### src/design/sol_defs.svh
// Offsets, strap pin indexes, field positions and reset values of the strap latch
`ifndef SOL_DEFS_SVH
`define SOL_DEFS_SVH

// Strap pin indexes on the shared pin vectors
`define SOL_NPIN 12
`define SOL_PIN_ADDR_LO 0
`define SOL_PIN_ADDR_HI 2
`define SOL_PIN_MODE_LO 3
`define SOL_PIN_MODE_HI 5
`define SOL_PIN_NEG 6
`define SOL_PIN_TREE 7
`define SOL_PIN_FILT 8
`define SOL_PIN_SPD 9
`define SOL_PIN_DPX 10
`define SOL_PIN_BCST 11

// Register offsets
`define SOL_REG_CTRL 5'h00
`define SOL_REG_ADV 5'h04

// Control register fields
`define SOL_CTRL_SPD 13
`define SOL_CTRL_NEG 12
`define SOL_CTRL_DPX 8

// Advertisement: 100 Mbps ability bits and the rest of the word
`define SOL_ADV_100_MASK 16'h0180
`define SOL_ADV_BASE 16'h0061

// Values that match the internal pulls with no board straps
`define SOL_ADDR_DEF 3'h1
`define SOL_MODE_DEF 3'h0
`define SOL_CTRL_RST 16'h3000
`define SOL_ADV_RST 16'h01E1

// Mode codes and special address
`define SOL_MODE_MDIX_A 3'h2
`define SOL_MODE_MDIX_B 3'h6
`define SOL_BCAST_ADDR 5'h00
`define SOL_ADDR_UPPER 2'h0

`endif

### src/design/sol_pkg.sv
// Types shared by the strap option latch
package sol_pkg;
  typedef enum {SOL_ST_RESET, SOL_ST_RUN} sol_state_t;
  typedef logic [15:0] sol_word_t;
  typedef logic [4:0] sol_addr_t;
endpackage : sol_pkg

### src/design/sol_top.sv
// Strap option latch: samples shared strap pins at chip reset release
`timescale 1ns/10ps
`include "sol_defs.svh"

module sol_top (
  input wire logic clk_i,
  input wire logic srst_i,
  input wire logic chip_reset_n_i,
  input wire logic [`SOL_NPIN-1:0] strap_pin_i,
  output logic [`SOL_NPIN-1:0] strap_pin_o,
  output logic [`SOL_NPIN-1:0] strap_pin_oe_o,
  input wire logic [`SOL_NPIN-1:0] func_out_i,
  input wire logic mgmt_valid_i,
  input wire logic mgmt_write_i,
  input wire logic [4:0] mgmt_phy_i,
  input wire logic [4:0] mgmt_reg_i,
  input wire logic [15:0] mgmt_wdata_i,
  output logic mgmt_ack_o,
  output logic [15:0] mgmt_rdata_o,
  output logic [4:0] mgmt_addr_o,
  output logic [2:0] mode_o,
  output logic mode_reserved_o,
  output logic mdix_en_o,
  output logic test_tree_en_o,
  output logic filter_dis_o,
  output logic bcast_en_o,
  output logic [15:0] basic_control_o,
  output logic [15:0] negotiation_advertisement_o
);

  // Chip reset pin synchroniser
  logic rst_s1_r;
  logic rst_s2_r;
  always_ff @(posedge clk_i) begin
    if (srst_i) begin
      rst_s1_r <= 1'b0;
      rst_s2_r <= 1'b0;
    end else begin
      rst_s1_r <= chip_reset_n_i;
      rst_s2_r <= rst_s1_r;
    end
  end

  // Strap pin synchronisers, left unreset so they are full by the time
  // the reset synchroniser can first report a release
  logic [`SOL_NPIN-1:0] pin_s1_r;
  logic [`SOL_NPIN-1:0] pin_s2_r;
  genvar gi;
  generate
    for (gi = 0; gi < `SOL_NPIN; gi++) begin : g_pin_sync
      always_ff @(posedge clk_i) begin
        pin_s1_r[gi] <= strap_pin_i[gi];
        pin_s2_r[gi] <= pin_s1_r[gi];
      end
    end
  endgenerate

  // Chip state follows the synchronised reset pin
  sol_pkg::sol_state_t state_r;
  sol_pkg::sol_state_t state_nxt;
  logic release_w;

  assign release_w = (state_r == sol_pkg::SOL_ST_RESET) && rst_s2_r;

  always_comb begin
    state_nxt = state_r;
    case (state_r)
      sol_pkg::SOL_ST_RESET: begin
        if (rst_s2_r) begin
          state_nxt = sol_pkg::SOL_ST_RUN;
        end
      end
      sol_pkg::SOL_ST_RUN: begin
        if (!rst_s2_r) begin
          state_nxt = sol_pkg::SOL_ST_RESET;
        end
      end
      default: begin
        state_nxt = sol_pkg::SOL_ST_RESET;
      end
    endcase
  end

  always_ff @(posedge clk_i) begin
    if (srst_i) begin
      state_r <= sol_pkg::SOL_ST_RESET;
    end else begin
      state_r <= state_nxt;
    end
  end

  // Shared pins: inputs with pulls while in reset, outputs afterwards
  always_ff @(posedge clk_i) begin
    if (srst_i) begin
      strap_pin_oe_o <= '0;
      strap_pin_o <= '0;
    end else begin
      strap_pin_oe_o <= {`SOL_NPIN{state_nxt == sol_pkg::SOL_ST_RUN}};
      strap_pin_o <= func_out_i;
    end
  end

  // Internally held strap values; only a release changes them
  logic [2:0] mode_w;
  logic mdix_w;
  assign mode_w = pin_s2_r[`SOL_PIN_MODE_HI:`SOL_PIN_MODE_LO];
  assign mdix_w = (mode_w == `SOL_MODE_MDIX_A) || (mode_w == `SOL_MODE_MDIX_B);

  always_ff @(posedge clk_i) begin
    if (srst_i) begin
      mgmt_addr_o <= {`SOL_ADDR_UPPER, `SOL_ADDR_DEF};
      mode_o <= `SOL_MODE_DEF;
      mdix_en_o <= 1'b0;
      mode_reserved_o <= 1'b0;
      test_tree_en_o <= 1'b0;
      filter_dis_o <= 1'b0;
      bcast_en_o <= 1'b1;
    end else if (release_w) begin
      mgmt_addr_o <= {`SOL_ADDR_UPPER, pin_s2_r[`SOL_PIN_ADDR_HI:`SOL_PIN_ADDR_LO]};
      mode_o <= mode_w;
      // Reserved codes fall back to crossover detection off
      mdix_en_o <= mdix_w;
      mode_reserved_o <= !mdix_w && (mode_w != `SOL_MODE_DEF);
      test_tree_en_o <= !pin_s2_r[`SOL_PIN_TREE];
      filter_dis_o <= pin_s2_r[`SOL_PIN_FILT];
      bcast_en_o <= !pin_s2_r[`SOL_PIN_BCST];
    end
  end

  // Management access: own address, or address 0 while broadcast is on
  logic hit_w;
  assign hit_w = mgmt_valid_i && (state_r == sol_pkg::SOL_ST_RUN) &&
                 ((mgmt_phy_i == mgmt_addr_o) ||
                  (bcast_en_o && (mgmt_phy_i == `SOL_BCAST_ADDR)));

  logic wr_ctrl_w;
  logic wr_adv_w;
  assign wr_ctrl_w = hit_w && mgmt_write_i && (mgmt_reg_i == `SOL_REG_CTRL);
  assign wr_adv_w = hit_w && mgmt_write_i && (mgmt_reg_i == `SOL_REG_ADV);

  // Control register: strap fields loaded at release, writable later
  always_ff @(posedge clk_i) begin
    if (srst_i) begin
      basic_control_o <= `SOL_CTRL_RST;
    end else if (release_w) begin
      basic_control_o[`SOL_CTRL_NEG] <= pin_s2_r[`SOL_PIN_NEG];
      basic_control_o[`SOL_CTRL_SPD] <= pin_s2_r[`SOL_PIN_SPD];
      basic_control_o[`SOL_CTRL_DPX] <= !pin_s2_r[`SOL_PIN_DPX];
    end else if (wr_ctrl_w) begin
      basic_control_o <= mgmt_wdata_i;
    end
  end

  // Advertisement: 100 Mbps abilities follow the speed strap
  always_ff @(posedge clk_i) begin
    if (srst_i) begin
      negotiation_advertisement_o <= `SOL_ADV_RST;
    end else if (release_w) begin
      negotiation_advertisement_o <= `SOL_ADV_BASE |
        (pin_s2_r[`SOL_PIN_SPD] ? `SOL_ADV_100_MASK : 16'h0000);
    end else if (wr_adv_w) begin
      negotiation_advertisement_o <= mgmt_wdata_i;
    end
  end

  // Read answer one cycle after a hit; unmapped registers read zero
  always_ff @(posedge clk_i) begin
    if (srst_i) begin
      mgmt_ack_o <= 1'b0;
      mgmt_rdata_o <= 16'h0000;
    end else begin
      mgmt_ack_o <= hit_w;
      if (hit_w && !mgmt_write_i) begin
        case (mgmt_reg_i)
          `SOL_REG_CTRL: mgmt_rdata_o <= basic_control_o;
          `SOL_REG_ADV: mgmt_rdata_o <= negotiation_advertisement_o;
          default: mgmt_rdata_o <= 16'h0000;
        endcase
      end
    end
  end
endmodule : sol_top

### config.mk
export PLATFORM = sky130hd
export DESIGN_NAME = sol_top
export DESIGN_NICKNAME = d
export VERILOG_FILES = /design/src/design/sol_pkg.sv /design/src/design/sol_top.sv
export VERILOG_INCLUDE_DIRS = /design/src /design/src/design
export SDC_FILE = /design/constraint.sdc
export NUM_CORES = 1
export LEC_CHECK = 0
export BUFFER_PORTS_ARGS = -buffer_cell sky130_fd_sc_hd__buf_4
export CAP_MARGIN = 10
export CORE_UTILIZATION = 46
export DETAILED_ROUTE_END_ITERATION = 8
export GPL_ROUTABILITY_DRIVEN = 0
export GPL_TIMING_DRIVEN = 0
export PLACE_DENSITY = 0.81
export SLEW_MARGIN = 20
export SYNTH_ARGS = -nofsm -noshare
export SYNTH_HDL_FRONTEND = slang
export SYNTH_SLANG_ARGS = --single-unit
### constraint.sdc
create_clock -name clk_i -period 1.7 [get_ports clk_i]
set_input_delay 0.17 -clock clk_i [delete_from_list [all_inputs] [get_ports clk_i]]
set_output_delay 0.17 -clock clk_i [all_outputs]
set_load 0.02 [all_outputs]
### After elaboration in Yosys (flattened, before gate mapping)

Cells that the tools add are included.

| word-level totals | value |
|---|---|
| logic and storage cells | 85 |
| register bits | 131 |

| cells by class | value |
|---|---|
| eq/ne operators | 7 |
| mux-type cells | 10 |
| bitwise gates (word level) | 1 |
| reductions and logical operators | 25 |

Operators with widths:

| operator | count |
|---|---|
| $eq 32x2->1 const B | 2 |
| $logic_not 32->1 | 2 |
| $mux 32 | 2 |
| $pmux 32 s2 | 1 |
| $eq 32x1->1 const B | 1 |
| $mux 16 | 2 |
| $pmux 16 s2 | 1 |
| $mux 14 | 1 |
| $logic_not 5->1 | 2 |
| $logic_and 1x1->1 | 9 |
| $mux 9 | 1 |
| $eq 5x3->1 | 1 |
| $eq 5x3->1 const B | 1 |
| $logic_not 1->1 | 5 |
| $reduce_bool 2->1 | 2 |
| $eq 3x2->1 const B | 1 |
| $eq 3x3->1 const B | 1 |
| $reduce_bool 3->1 | 1 |
| $logic_or 1x1->1 | 2 |
| $mux 2 | 1 |
| $reduce_and 2->1 | 1 |
| $reduce_or 2->1 | 1 |
| $mux 1 | 1 |
| $not 1->1 | 1 |

### Longest topological paths before layout

Gate-level depths: netlist of the first run.

| logic depth | value |
|---|---|
| depth after elaboration | 8 |
| depth in mapped cells | 8 |
| gate-level depth less buffers | 5 |

### Least setup slack after synthesis of the first run

Ideal clock, no wire load.

| timing path | value |
|---|---|
| path kind | register to register |
| from | reg bcast_en_o |
| to | reg mgmt_rdata_o[10] |
| setup time | 0.072 ns |
| slack | -0.192 ns |
| required time | 1.628 ns |
| arrival | 1.820 ns |
| cell stages (with the launch flop) | 6 |
| path through | dfxtp_1 nor4b_1 nor2_1 nor3_4 buf_6 mux2i_1 |

| between the ends | value |
|---|---|
| longest elaborated chain between the ends | 4 |

RTL lines:

| element | RTL line | source |
|---|---|---|
| start: declaration | sol_top.sv:26 | `output logic bcast_en_o,` |
| start signal: assignment | sol_top.sv:126 | `` bcast_en_o <= !pin_s2_r[`SOL_PIN_BCST]; `` |
| $logic_and 1x1->1 | sol_top.sv:134 | `` (bcast_en_o && (mgmt_phy_i == `SOL_BCAST_ADDR))); `` |
| $logic_or 1x1->1 | sol_top.sv:133 | `((mgmt_phy_i == mgmt_addr_o) \|\|` |
| $logic_and 1x1->1 | sol_top.sv:132 | `assign hit_w = mgmt_valid_i && (state_r == sol_pkg::SOL_ST_RUN) &&` |
| $logic_and 1x1->1 | sol_top.sv:173 | `if (hit_w && !mgmt_write_i) begin` |
| end signal: assignment | sol_top.sv:175 | `` `SOL_REG_CTRL: mgmt_rdata_o <= basic_control_o; `` |
| end signal: assignment | sol_top.sv:176 | `` `SOL_REG_ADV: mgmt_rdata_o <= negotiation_advertisement_o; `` |
| end: declaration | sol_top.sv:19 | `output logic [15:0] mgmt_rdata_o,` |

Every way passes these cells.
A chain may end at the register's enable or synchronous reset.

### Final worst setup path of the first run

| timing path | value |
|---|---|
| from | reg state_r[0] |
| to | reg basic_control_o[15] |

| between the ends | value |
|---|---|
| longest elaborated chain between the ends | 6 |

RTL lines:

| element | RTL line | source |
|---|---|---|
| start: declaration | sol_top.sv:59 | `sol_pkg::sol_state_t state_r;` |
| start signal: assignment | sol_top.sv:86 | `state_r <= sol_pkg::SOL_ST_RESET;` |
| start signal: assignment | sol_top.sv:88 | `state_r <= state_nxt;` |
| $eq 32x2->1 | sol_top.sv:132 |  |
| $logic_and 1x1->1 (2 in a row) | sol_top.sv:132 |  |
| $logic_and 1x1->1 (2 in a row) | sol_top.sv:138 | `` assign wr_ctrl_w = hit_w && mgmt_write_i && (mgmt_reg_i == `SOL_REG_CTRL); `` |
| $reduce_and 2->1 (no line) * | - |  |
| end signal: assignment | sol_top.sv:144 | `` basic_control_o <= `SOL_CTRL_RST; `` |
| end signal: indexed assignment | sol_top.sv:146 | `` basic_control_o[`SOL_CTRL_NEG] <= pin_s2_r[`SOL_PIN_NEG]; `` |
| end signal: indexed assignment | sol_top.sv:147 | `` basic_control_o[`SOL_CTRL_SPD] <= pin_s2_r[`SOL_PIN_SPD]; `` |
| end: declaration | sol_top.sv:27 | `output logic [15:0] basic_control_o,` |

Mark *: on every way between the ends. The rest lies on a longest branch, timed or not.

==> impl_metrics.ini, run 1 <==
[run_status]
outcome = finished, violations left
violations = negative setup slack

[worst_setup_path]
endpoint_kind = register
cp.buffers_inverters = 1
r2r_cells = 6
worstPathCellList = and4bb_2, and3_1, o2111a_2, buf_2, nand3_1, a21oi_2
path_delay_family = simple AND/OR/NAND/NOR gates
path_depth = 6
crit_path_max_fanout = 5
cp-start-kind = register
slowest_delay_ps = 400
worstPathArrival_ps = 2500
required_ps = 2140
crit_path_top_delay_cell = dfxtp_1
crit_type = register to register

[clocking]
cts_buffers = 17
clock-sinks = 131
cts_max_level = 4
clkTransAtPathRegs_ps = 60
cts_root_buffer = clkbuf_8
cts_buffer_depth = 2
tritoncts = yes
clkLatencyLatePin_ps = 520

[layout]
final_area_um2 = 7595
area_growth_pct = 65.30
fin_util_pct = 78.06
drive_above_1_share_pct = 44.51
nets = 734
n_fill_cell = 557
diodes = 0

[floorplanning]
dieArea_um2 = 10390
rows = 36
core_area_um2 = 9729
ios = 141
fp.dieH_um = 101.9
initial_core_util_pct = 47.22
die_w_um = 101.9

[sta]
timing_worst_slew_pin_value_ps = 806.8
finalSetupViolations = 59
timing.fmax_ghz = 0.4847
drv_slew = 0
period_share_pct = 121.4
hold_violations = 0
tns_ps = -13880
setup_ws_ps = -363.2
skew_ps = 9.236
rsz0062_at_grt = true
relSlewSlack_pct = 46.22
period_minus_slack_ps = 2063

[route]
initialDrtViolationCount = 420
drtAntennaViolNets = 0
drt_wl_total_um = 16160
dr.pass1.iters = 5
wl_per_cell_um = 19.58
vias = 4478
viasPerCell = 5.428
remaining_drc_errors = 0

[worst_hold_path]
hold_path_depth = 4
hp-class = input pin to register

[pwr]
vdd_drop_max_v = 0.0008836
power_density_nw_per_um2 = 1023
power_leakage_nw = 3.124

[global_routing]
grt_first_pass_wirelength_um = 22610
overflow = 0
grt_max_degree = 17
antenna_found_initial = 0
grt_pass1_vias = 4582
track_usage_pct = 29.64

[synthesis]
synthSimpleGateAreaFrac_pct = 19.64
yosys-mux-area-fraction_pct = 7.407
synth-edff-count = 0
synth_top_family_by_area = simple AND/OR/NAND/NOR gates
ys_types = 47
yosysTopAreaCell = dfxtp_1
synthXorXnorAreaFrac_pct = 0.3813
synth-compound-area-share_pct = 10.24
netlist_instances = 428
yosys-top-cells-area = dfxtp_1 57%, nand3_1 4.1%, mux2_2 3.9%, a21oi_1 3.7%, mux2i_1 3.5%
synth_adder_area_share_pct = 0
yosys_register_bits = 131
yosysTopAreaCellShare_pct = 57.08
syn_area_um2 = 4594
synth_seq_area_share_pct = 57.08
yosysWarnings = 0
synth.avg_cell_area_um2 = 10.73
yosys_most_used_dff = dfxtp_1
async_flop_share_pct = 0

[place]
dp_hpwl_um = 8158
place_area_um2 = 5967
io_buffers = 138

[flow_run]
maxCapViolCount = 0
[final timing paths]
check,startpoint,endpoint,slack [ps]
worst max-delay path,state_r[0],basic_control_o[15],-360
worst min-delay path,mgmt_write_i,mgmt_rdata_o[1],120
worst max register to register,state_r[0],basic_control_o[15],-360
worst min register to register,pin_s1_r[0],pin_s2_r[0],330
[per-layer routing]
layer / vias to the layer above / share of wire, % / track usage, %
li1: 1964 / - / -
met1: 2125 / 36 / 30.29
met2: 314 / 52 / 54.21
met3: 75 / 7.5 / 7.250
met4: 0 / 5.0 / 18.79
met5: - / 0 / 0
[layout by cell type, fill, tap and decap left out, drive strengths merged, types with 12 or more instances in the layout]
cell,n
o211ai,12
mux2,16
dlygate4sd3,41
o21ai,18
dfxtp,131
nand2b,16
buf,181
nand3,38
a21oi,34
nand2,31
mux2i,16
conb,33
nor2b,16
clkbuf,38
[kinds of logic after synthesis]
kind of cell,count (synthesis)
xor gates and xnor gates,2
other,1
muxes,32
buffers and inverters,45
DFF,131
and+or+nand+nor,140
AOI/OAI and AO/OA,77
[cells in the mapped netlist, types with 2 or more instances]
cell,n
buf_2,4
nor4_4,7
clkbuf_1,23
nor2_1,8
nor3_1,5
a211oi_1,2
o211ai_1,12
a21oi_1,34
and3_1,2
and4_1,2
nand2b_1,16
nor4b_1,2
dfxtp_1,131
nand2_1,31
nor2b_1,16
buf_4,15
nand3_1,38
o21ai_0,18
mux2i_1,16
mux2_2,16
xor2_1,2
a211o_1,2
inv_1,2
[per-stage QoR]
step / instances / hold slack [ps] / power [mW] / setup WS [ps]
floorplan: 460 / 197.7 / 3.403 / -103.5
global placement: 731 / 275.2 / 3.566 / -349.5
detailed placement: 731 / 275.6 / 3.577 / -445.8
CTS: 825 / 92.91 / 7.705 / -224.7
global route: 825 / 115.4 / 7.943 / -394.2
finish: 825 / 121.3 / 7.768 / -363.2
[area by class of cell]
class / instances / area [um^2] / share of cell area (%)
Sequential cell: 131 / 2633 / 34.66
Multi-Input combinational cell: 284 / 2102 / 27.68
Timing Repair Buffer: 201 / 1702 / 22.41
Clock buffer: 17 / 414.1 / 5.453
Buffer: 42 / 316.6 / 4.168
Clock inverter: 15 / 254.0 / 3.344
Tap cell: 133 / 166.4 / 2.191
Inverter: 2 / 7.507 / 0.09885
[worst reg2reg max path, stage by stage (launching register included)]
cell and delay (ps):
dfxtp_1 400, and4bb_2 340, and3_1 290, o2111a_2 350
buf_2 230, nand3_1 180, a21oi_2 210
[sequential cells by signal, summed over array words and instances, names as in the netlist, 3 cells and up]
name                         flops
mgmt_rdata_o                    16
mode_o                           3
pin_s1_r                        12
strap_pin_o                     12
mode_w                           3
mgmt_addr_o                      3
state_r                         32
basic_control_o                 16
pin_s2_r                         9
negotiation_advertisement_o     16
[where the power goes]
part	internal [mW]	switching, mW
Clock	2.70	1.43
Sequential	3.16	0.0512
Combinational	0.220	0.212
Total	6.08	1.69
[timing repair]
action | CTS | global route
hold endpoints to repair | 53 | 0
hold buffers | 41 | 0
resized for setup | 56 | 52
gates cloned | 6 | 0
setup endpoints to repair | 59 | 59
pin swaps | 38 | 25
setup buffers | 15 | 3
Power figures use the tool's default switching activity.
==> inputs of run 2 (changes only) <==
Settings changed: PLACE_DENSITY 0.81 to 0.76.
==> run 2 against run 1 <==
  * The flow still finishes with violations (negative setup slack)
  * Clock power is 10% lower
  * Total power is 5.5% lower
  * Fmax is 1.6% lower
  * First-iteration DRC count is 23% lower
  * Register-to-register slack worse by 30 ps
  * Combinational power is 2% higher
  * Count of clock-buffer cells in the layout is 1 higher
  * Sequential share of layout area is 0.075 points lower
  * Setup slack worse by 34 ps
  * Non-clock buffer count is 5 higher
  * Sequential cell count stayed put
==> impl_metrics.ini, run 2 (synthesis gave the netlist of run 1 again) <==
[sta]
period_minus_slack_ps = 2097
drv_slew = 0
period_share_pct = 123.3
setup_ws_ps = -396.7
timing_worst_slew_pin_value_ps = 852.9
timing.fmax_ghz = 0.4769
finalSetupViolations = 59
hold_violations = 0
skew_ps = 8.769
relSlewSlack_pct = 43.14
rsz0062_at_grt = true

[clocking]
tritoncts = yes
clkLatencyLatePin_ps = 510
cts_buffers = 17
clock-sinks = 131
cts_buffer_depth = 2
clkTransAtPathRegs_ps = 60
cts_max_level = 4
cts_root_buffer = clkbuf_8

[route]
viasPerCell = 5.428
wl_per_cell_um = 18.82
vias = 4505
dr.pass1.iters = 7
drtAntennaViolNets = 0
drt_wl_total_um = 15620
remaining_drc_errors = 0
initialDrtViolationCount = 324

[place]
preCtsSetupSlack_ps = -481.7
dp_hpwl_um = 8215
io_buffers = 138

[layout]
nets = 739
drive_above_1_share_pct = 45.62
area_growth_pct = 65.82
largest_reg_flops = 32
layout_common_cells = 160 x buf_4, 121 x dfxtp_1, 41 x dlygate4sd3_1
regMostFlops = state_r
fin_util_pct = 78.31
final_common_cell = buf_4
diodes = 0

[worst_setup_path]
cp.buffers_inverters = 2
path_depth = 7
startpoint = state_r[28]
r2r_end = basic_control_o[7]
crit_type = register to register
endpoint_kind = register
crit_path_top_delay_cell = nor4_4
r2r-start = state_r[28]
worstPathCellList = nor4_4, and4_1, buf_6, o2111ai_4, clkbuf_8, o21ai_0, a21oi_1
r2r_cells = 7
path_delay_family = simple AND/OR/NAND/NOR gates
cp-start-kind = register
critPathCapture = basic_control_o[7]
worstPathArrival_ps = 2450
r2r_slack_ps = -400
required_ps = 2060
slowest_delay_ps = 340
crit_path_max_fanout = 5

[global_routing]
grt_use_met3_pct = 7.524
grt_first_pass_wirelength_um = 21300
gr-usage-met2_pct = 48.13
grt_use_met1_pct = 30.99
antenna_found_initial = 0
grt_pass1_vias = 4240
busiest_layer = met2
overflow = 0
track_usage_pct = 27.72
grt_max_degree = 17

[floorplanning]
ios = 141
fp.dieH_um = 101.9
dieArea_um2 = 10390
initial_core_util_pct = 47.22
die_w_um = 101.9
rows = 36
core_area_um2 = 9729

[flow_run]
maxCapViolCount = 0

[worst_hold_path]
hp-class = input pin to register
hp-start = mgmt_write_i

[pwr]
vdd_drop_max_v = 0.0008518
power_leakage_nw = 3.112
power_density_nw_per_um2 = 963.6

[run_status]
outcome = finished, violations left
violations = negative setup slack
[run 2: changes by cell type in the layout (fill, tap and decap cells not counted), sizes merged]
cell,change
buf,+2
bufinv,-3
clkbuf,+4
clkinv,-2
clkinvlp,+3
inv,+1
[run 2: tightest hold or removal path, stage by stage]
cell and delay [ps]:
buf_4 110, nor3_4 60, buf_6 130, mux2i_1 110
[run 2: where the power goes]
group,leakage (nW),total [mW],internal [mW],switching [mW]
registers,1.08,3.21,3.16,0.0458
clock network,0.284,3.69,2.29,1.40
logic,1.75,0.441,0.226,0.215
total,3.11,7.34,5.68,1.66
[run 2: layout make-up]
class / count / area [um^2]
Sequential cell: 131 / 2635
Multi-Input combinational cell: 284 / 2136
Fill cell: 574 / 2111
Timing Repair Buffer: 207 / 1757
Clock buffer: 18 / 427.9
Buffer: 41 / 311.5
Clock inverter: 14 / 177.7
Tap cell: 133 / 166.4
Inverter: 2 / 7.507
[run 2: how the worst min path moves through the flow]
stage	slack [ps]	endpoint	cells past startpoint
floorplan	200	pin_s1_r[0]	0
global placement	280	pin_s1_r[2]	1
detailed placement	280	pin_s1_r[8]	1
CTS	100	negotiation_advertisement_o[7]	4
global route	110	mgmt_rdata_o[14]	4
finish	130	mgmt_rdata_o[14]	4
[run 2: stage by stage]
stage	power [mW]	hold WS [ps]	setup TNS, ps	std cells	cell area (um^2)
6_report	7.341	125.9	-13260	830	7619
5_1_grt	7.550	112.1	-17530	830	7619
4_1_cts	7.301	100.3	-8701	820	7326
3_5_place_dp	3.578	275.5	-20440	731	5967
3_3_place_gp	3.567	275.3	-16720	731	5967
2_1_floorplan	3.403	197.7	-1207	460	4765
[run 2: what timing repair did]
item,in CTS,in global routing
setup endpoints to repair,59,59
pin swaps,30,37
hold endpoints to repair,54,0
hold buffers,41,0
gates resized for setup,62,59
buffers inserted,11,11
cloned,5,1
[run 2: per-layer routing]
layer / share of wire (%) / vias to the layer above
met5: 0 / -
met4: 6.0 / 0
met3: 8.9 / 106
met2: 49 / 336
met1: 36 / 2098
li1: - / 1965
==> inputs of run 3 (changes only) <==
==> constraint.sdc (replaced) <==
create_clock -name clk_i -period 1.7 [get_ports clk_i]
set_input_delay 0.255 -clock clk_i [delete_from_list [all_inputs] [get_ports clk_i]]
set_output_delay 0.255 -clock clk_i [all_outputs]
set_load 0.02 [all_outputs]
==> run 3 against run 2 <==
  * The run still ends with negative setup slack left
  * Setup slack improved by 110 ps
  * Fmax up 5.4%
  * Global-route usage down 1.7 points
  * Sequential share of layout area is 0.48 points higher
  * Total power is 0.53% lower
  * Sequential cell count unchanged
  * Largest power group unchanged
  * Highest routed layer unchanged
==> impl_metrics.ini, run 3 (synthesis gave the netlist of run 1 again) <==
[global_routing]
track_usage_pct = 26.03
antenna_found_initial = 0
grt_first_pass_wirelength_um = 20180
overflow = 0
grt_pass1_vias = 4040
grt_max_degree = 17

[clocking]
cts_buffers = 17
clock-sinks = 131
cts_max_level = 4
cts_buffer_depth = 2
cts_root_buffer = clkbuf_8
clkTransAtPathRegs_ps = 60
clkLatencyLatePin_ps = 520
tritoncts = yes

[worst_setup_path]
crit_path_top_delay_cell = nor4_4
endpoint_kind = register
r2r-start = state_r[7]
cp-start-kind = register
slowest_delay_ps = 380
worstPathArrival_ps = 2370
path_delay_family = simple AND/OR/NAND/NOR gates
cp.buffers_inverters = 1
startpoint = state_r[7]
worstPathCellList = nor4_4, and4_4, o2111ai_4, buf_8, o211ai_1, nand3_1
crit_type = register to register
required_ps = 2080
crit_path_max_fanout = 5

[pwr]
power_leakage_nw = 3.084
power_density_nw_per_um2 = 973.2
vdd_drop_max_v = 0.0008760
p_total_mw = 7.302

[place]
dp_hpwl_um = 8215
io_buffers = 138
place_area_um2 = 5967

[floorplanning]
ios = 141
core_area_um2 = 9729
rows = 36
initial_core_util_pct = 47.22
dieArea_um2 = 10390
die_w_um = 101.9
fp.dieH_um = 101.9

[layout]
layout_common_cells = 156 x buf_4, 124 x dfxtp_1, 33 x conb_1
area_growth_pct = 63.32
final_common_cell = buf_4
regMostFlops = state_r
final_area_um2 = 7503
nets = 726
diodes = 0
drive_above_1_share_pct = 46.05
n_fill_cell = 599
largest_reg_flops = 32

[route]
remaining_drc_errors = 0
initialDrtViolationCount = 273
drt_wl_total_um = 14340
wl_per_cell_um = 17.56
viasPerCell = 5.222
drtAntennaViolNets = 0
vias = 4266
dr.pass1.iters = 6

[sta]
timing_worst_slew_pin_value_ps = 864.1
setup_ws_ps = -288.4
finalSetupViolations = 58
hold_violations = 0
drv_slew = 0
rsz0062_at_grt = true
timing.fmax_ghz = 0.5029
skew_ps = 9.307
period_minus_slack_ps = 1988
period_share_pct = 117.0
relSlewSlack_pct = 42.39

[worst_hold_path]
hp-class = input pin to register
hp-start = mgmt_wdata_i[4]

[flow_run]
maxCapViolCount = 0

[run_status]
outcome = finished, violations left
violations = negative setup slack
==> run 3: changes by cell type in the layout (fill, tap and decap cells not counted), moves of 4 or more <==
cell,change
dlygate4sd3_1,-10
buf_6,+4
nand2_1,-5
buf_4,-4
==> run 3: path summary, 6_finish.rpt <==
check / end / depth (start not counted) / slack [ps]
worst max-delay path: basic_control_o[12] / 6 / -290
worst min-delay path: negotiation_advertisement_o[4] / 3 / 10
worst max register to register: basic_control_o[12] / 6 / -290
worst min register to register: pin_s2_r[8] / 0 / 330
==> run 3: what timing repair did <==
| item | in CTS | in global routing |
|---|---|---|
| pin swaps | 30 | 42 |
| setup buffers | 11 | 7 |
| gates cloned | 5 | 1 |
| endpoints found under the setup margin | 59 | 59 |
| endpoints found under the hold margin | 31 | 1 |
| hold buffers | 30 | 1 |
| resized for setup | 62 | 62 |
==> run 3: routing by layer <==
layer / up-vias / global-route usage (%) / part of all wire, % / routed length [um]
met5: - / 0 / 0 / 0
met3: 56 / 6.703 / 7.8 / 1124
met2: 243 / 45.48 / 51 / 7366
met1: 2021 / 30.00 / 37 / 5284
met4: 0 / 11.87 / 4.0 / 568
li1: 1946 / - / - / -
==> run 3: worst min-delay path, delay by kind of cell <==
| kind | cells | cell delay [ps] |
|---|---|---|
| buffers and inverters | 1 | 110 |
| AO/OA/AOI/OAI | 1 | 50 |
| AND/OR/NAND/NOR | 1 | 50 |
==> run 3: where the power goes <==
group / internal, mW / total (mW) / switching (mW)
logic: 0.207 / 0.412 / 0.206
clock network: 2.29 / 3.68 / 1.39
registers: 3.16 / 3.21 / 0.0486
total: 5.66 / 7.30 / 1.65
==> run 3: cell type report <==
type	instances	area (um^2)	area share, %
buffer	42	319.1	4.252
clock buffer	18	427.9	5.703
clock inverter	14	177.7	2.368
inverter	2	7.507	0.1000
multi-input combinational	284	2153	28.70
sequential	131	2631	35.07
tap	133	166.4	2.218
timing repair buffer	193	1620	21.59
==> run 3: stage by stage <==
step	utilization, %	setup TNS (ps)	hold slack, ps	setup slack [ps]	instances
after global routing	77.12	-13970	2.123	-331.3	817
after CTS	74.16	-8701	0.7209	-198.9	809
final	77.12	-9275	12.72	-288.4	817
after global placement	61.33	-20190	311.1	-433.0	731
after detailed placement	61.33	-23650	312.1	-528.0	731
after floorplan	-	-1207	282.7	-103.5	460
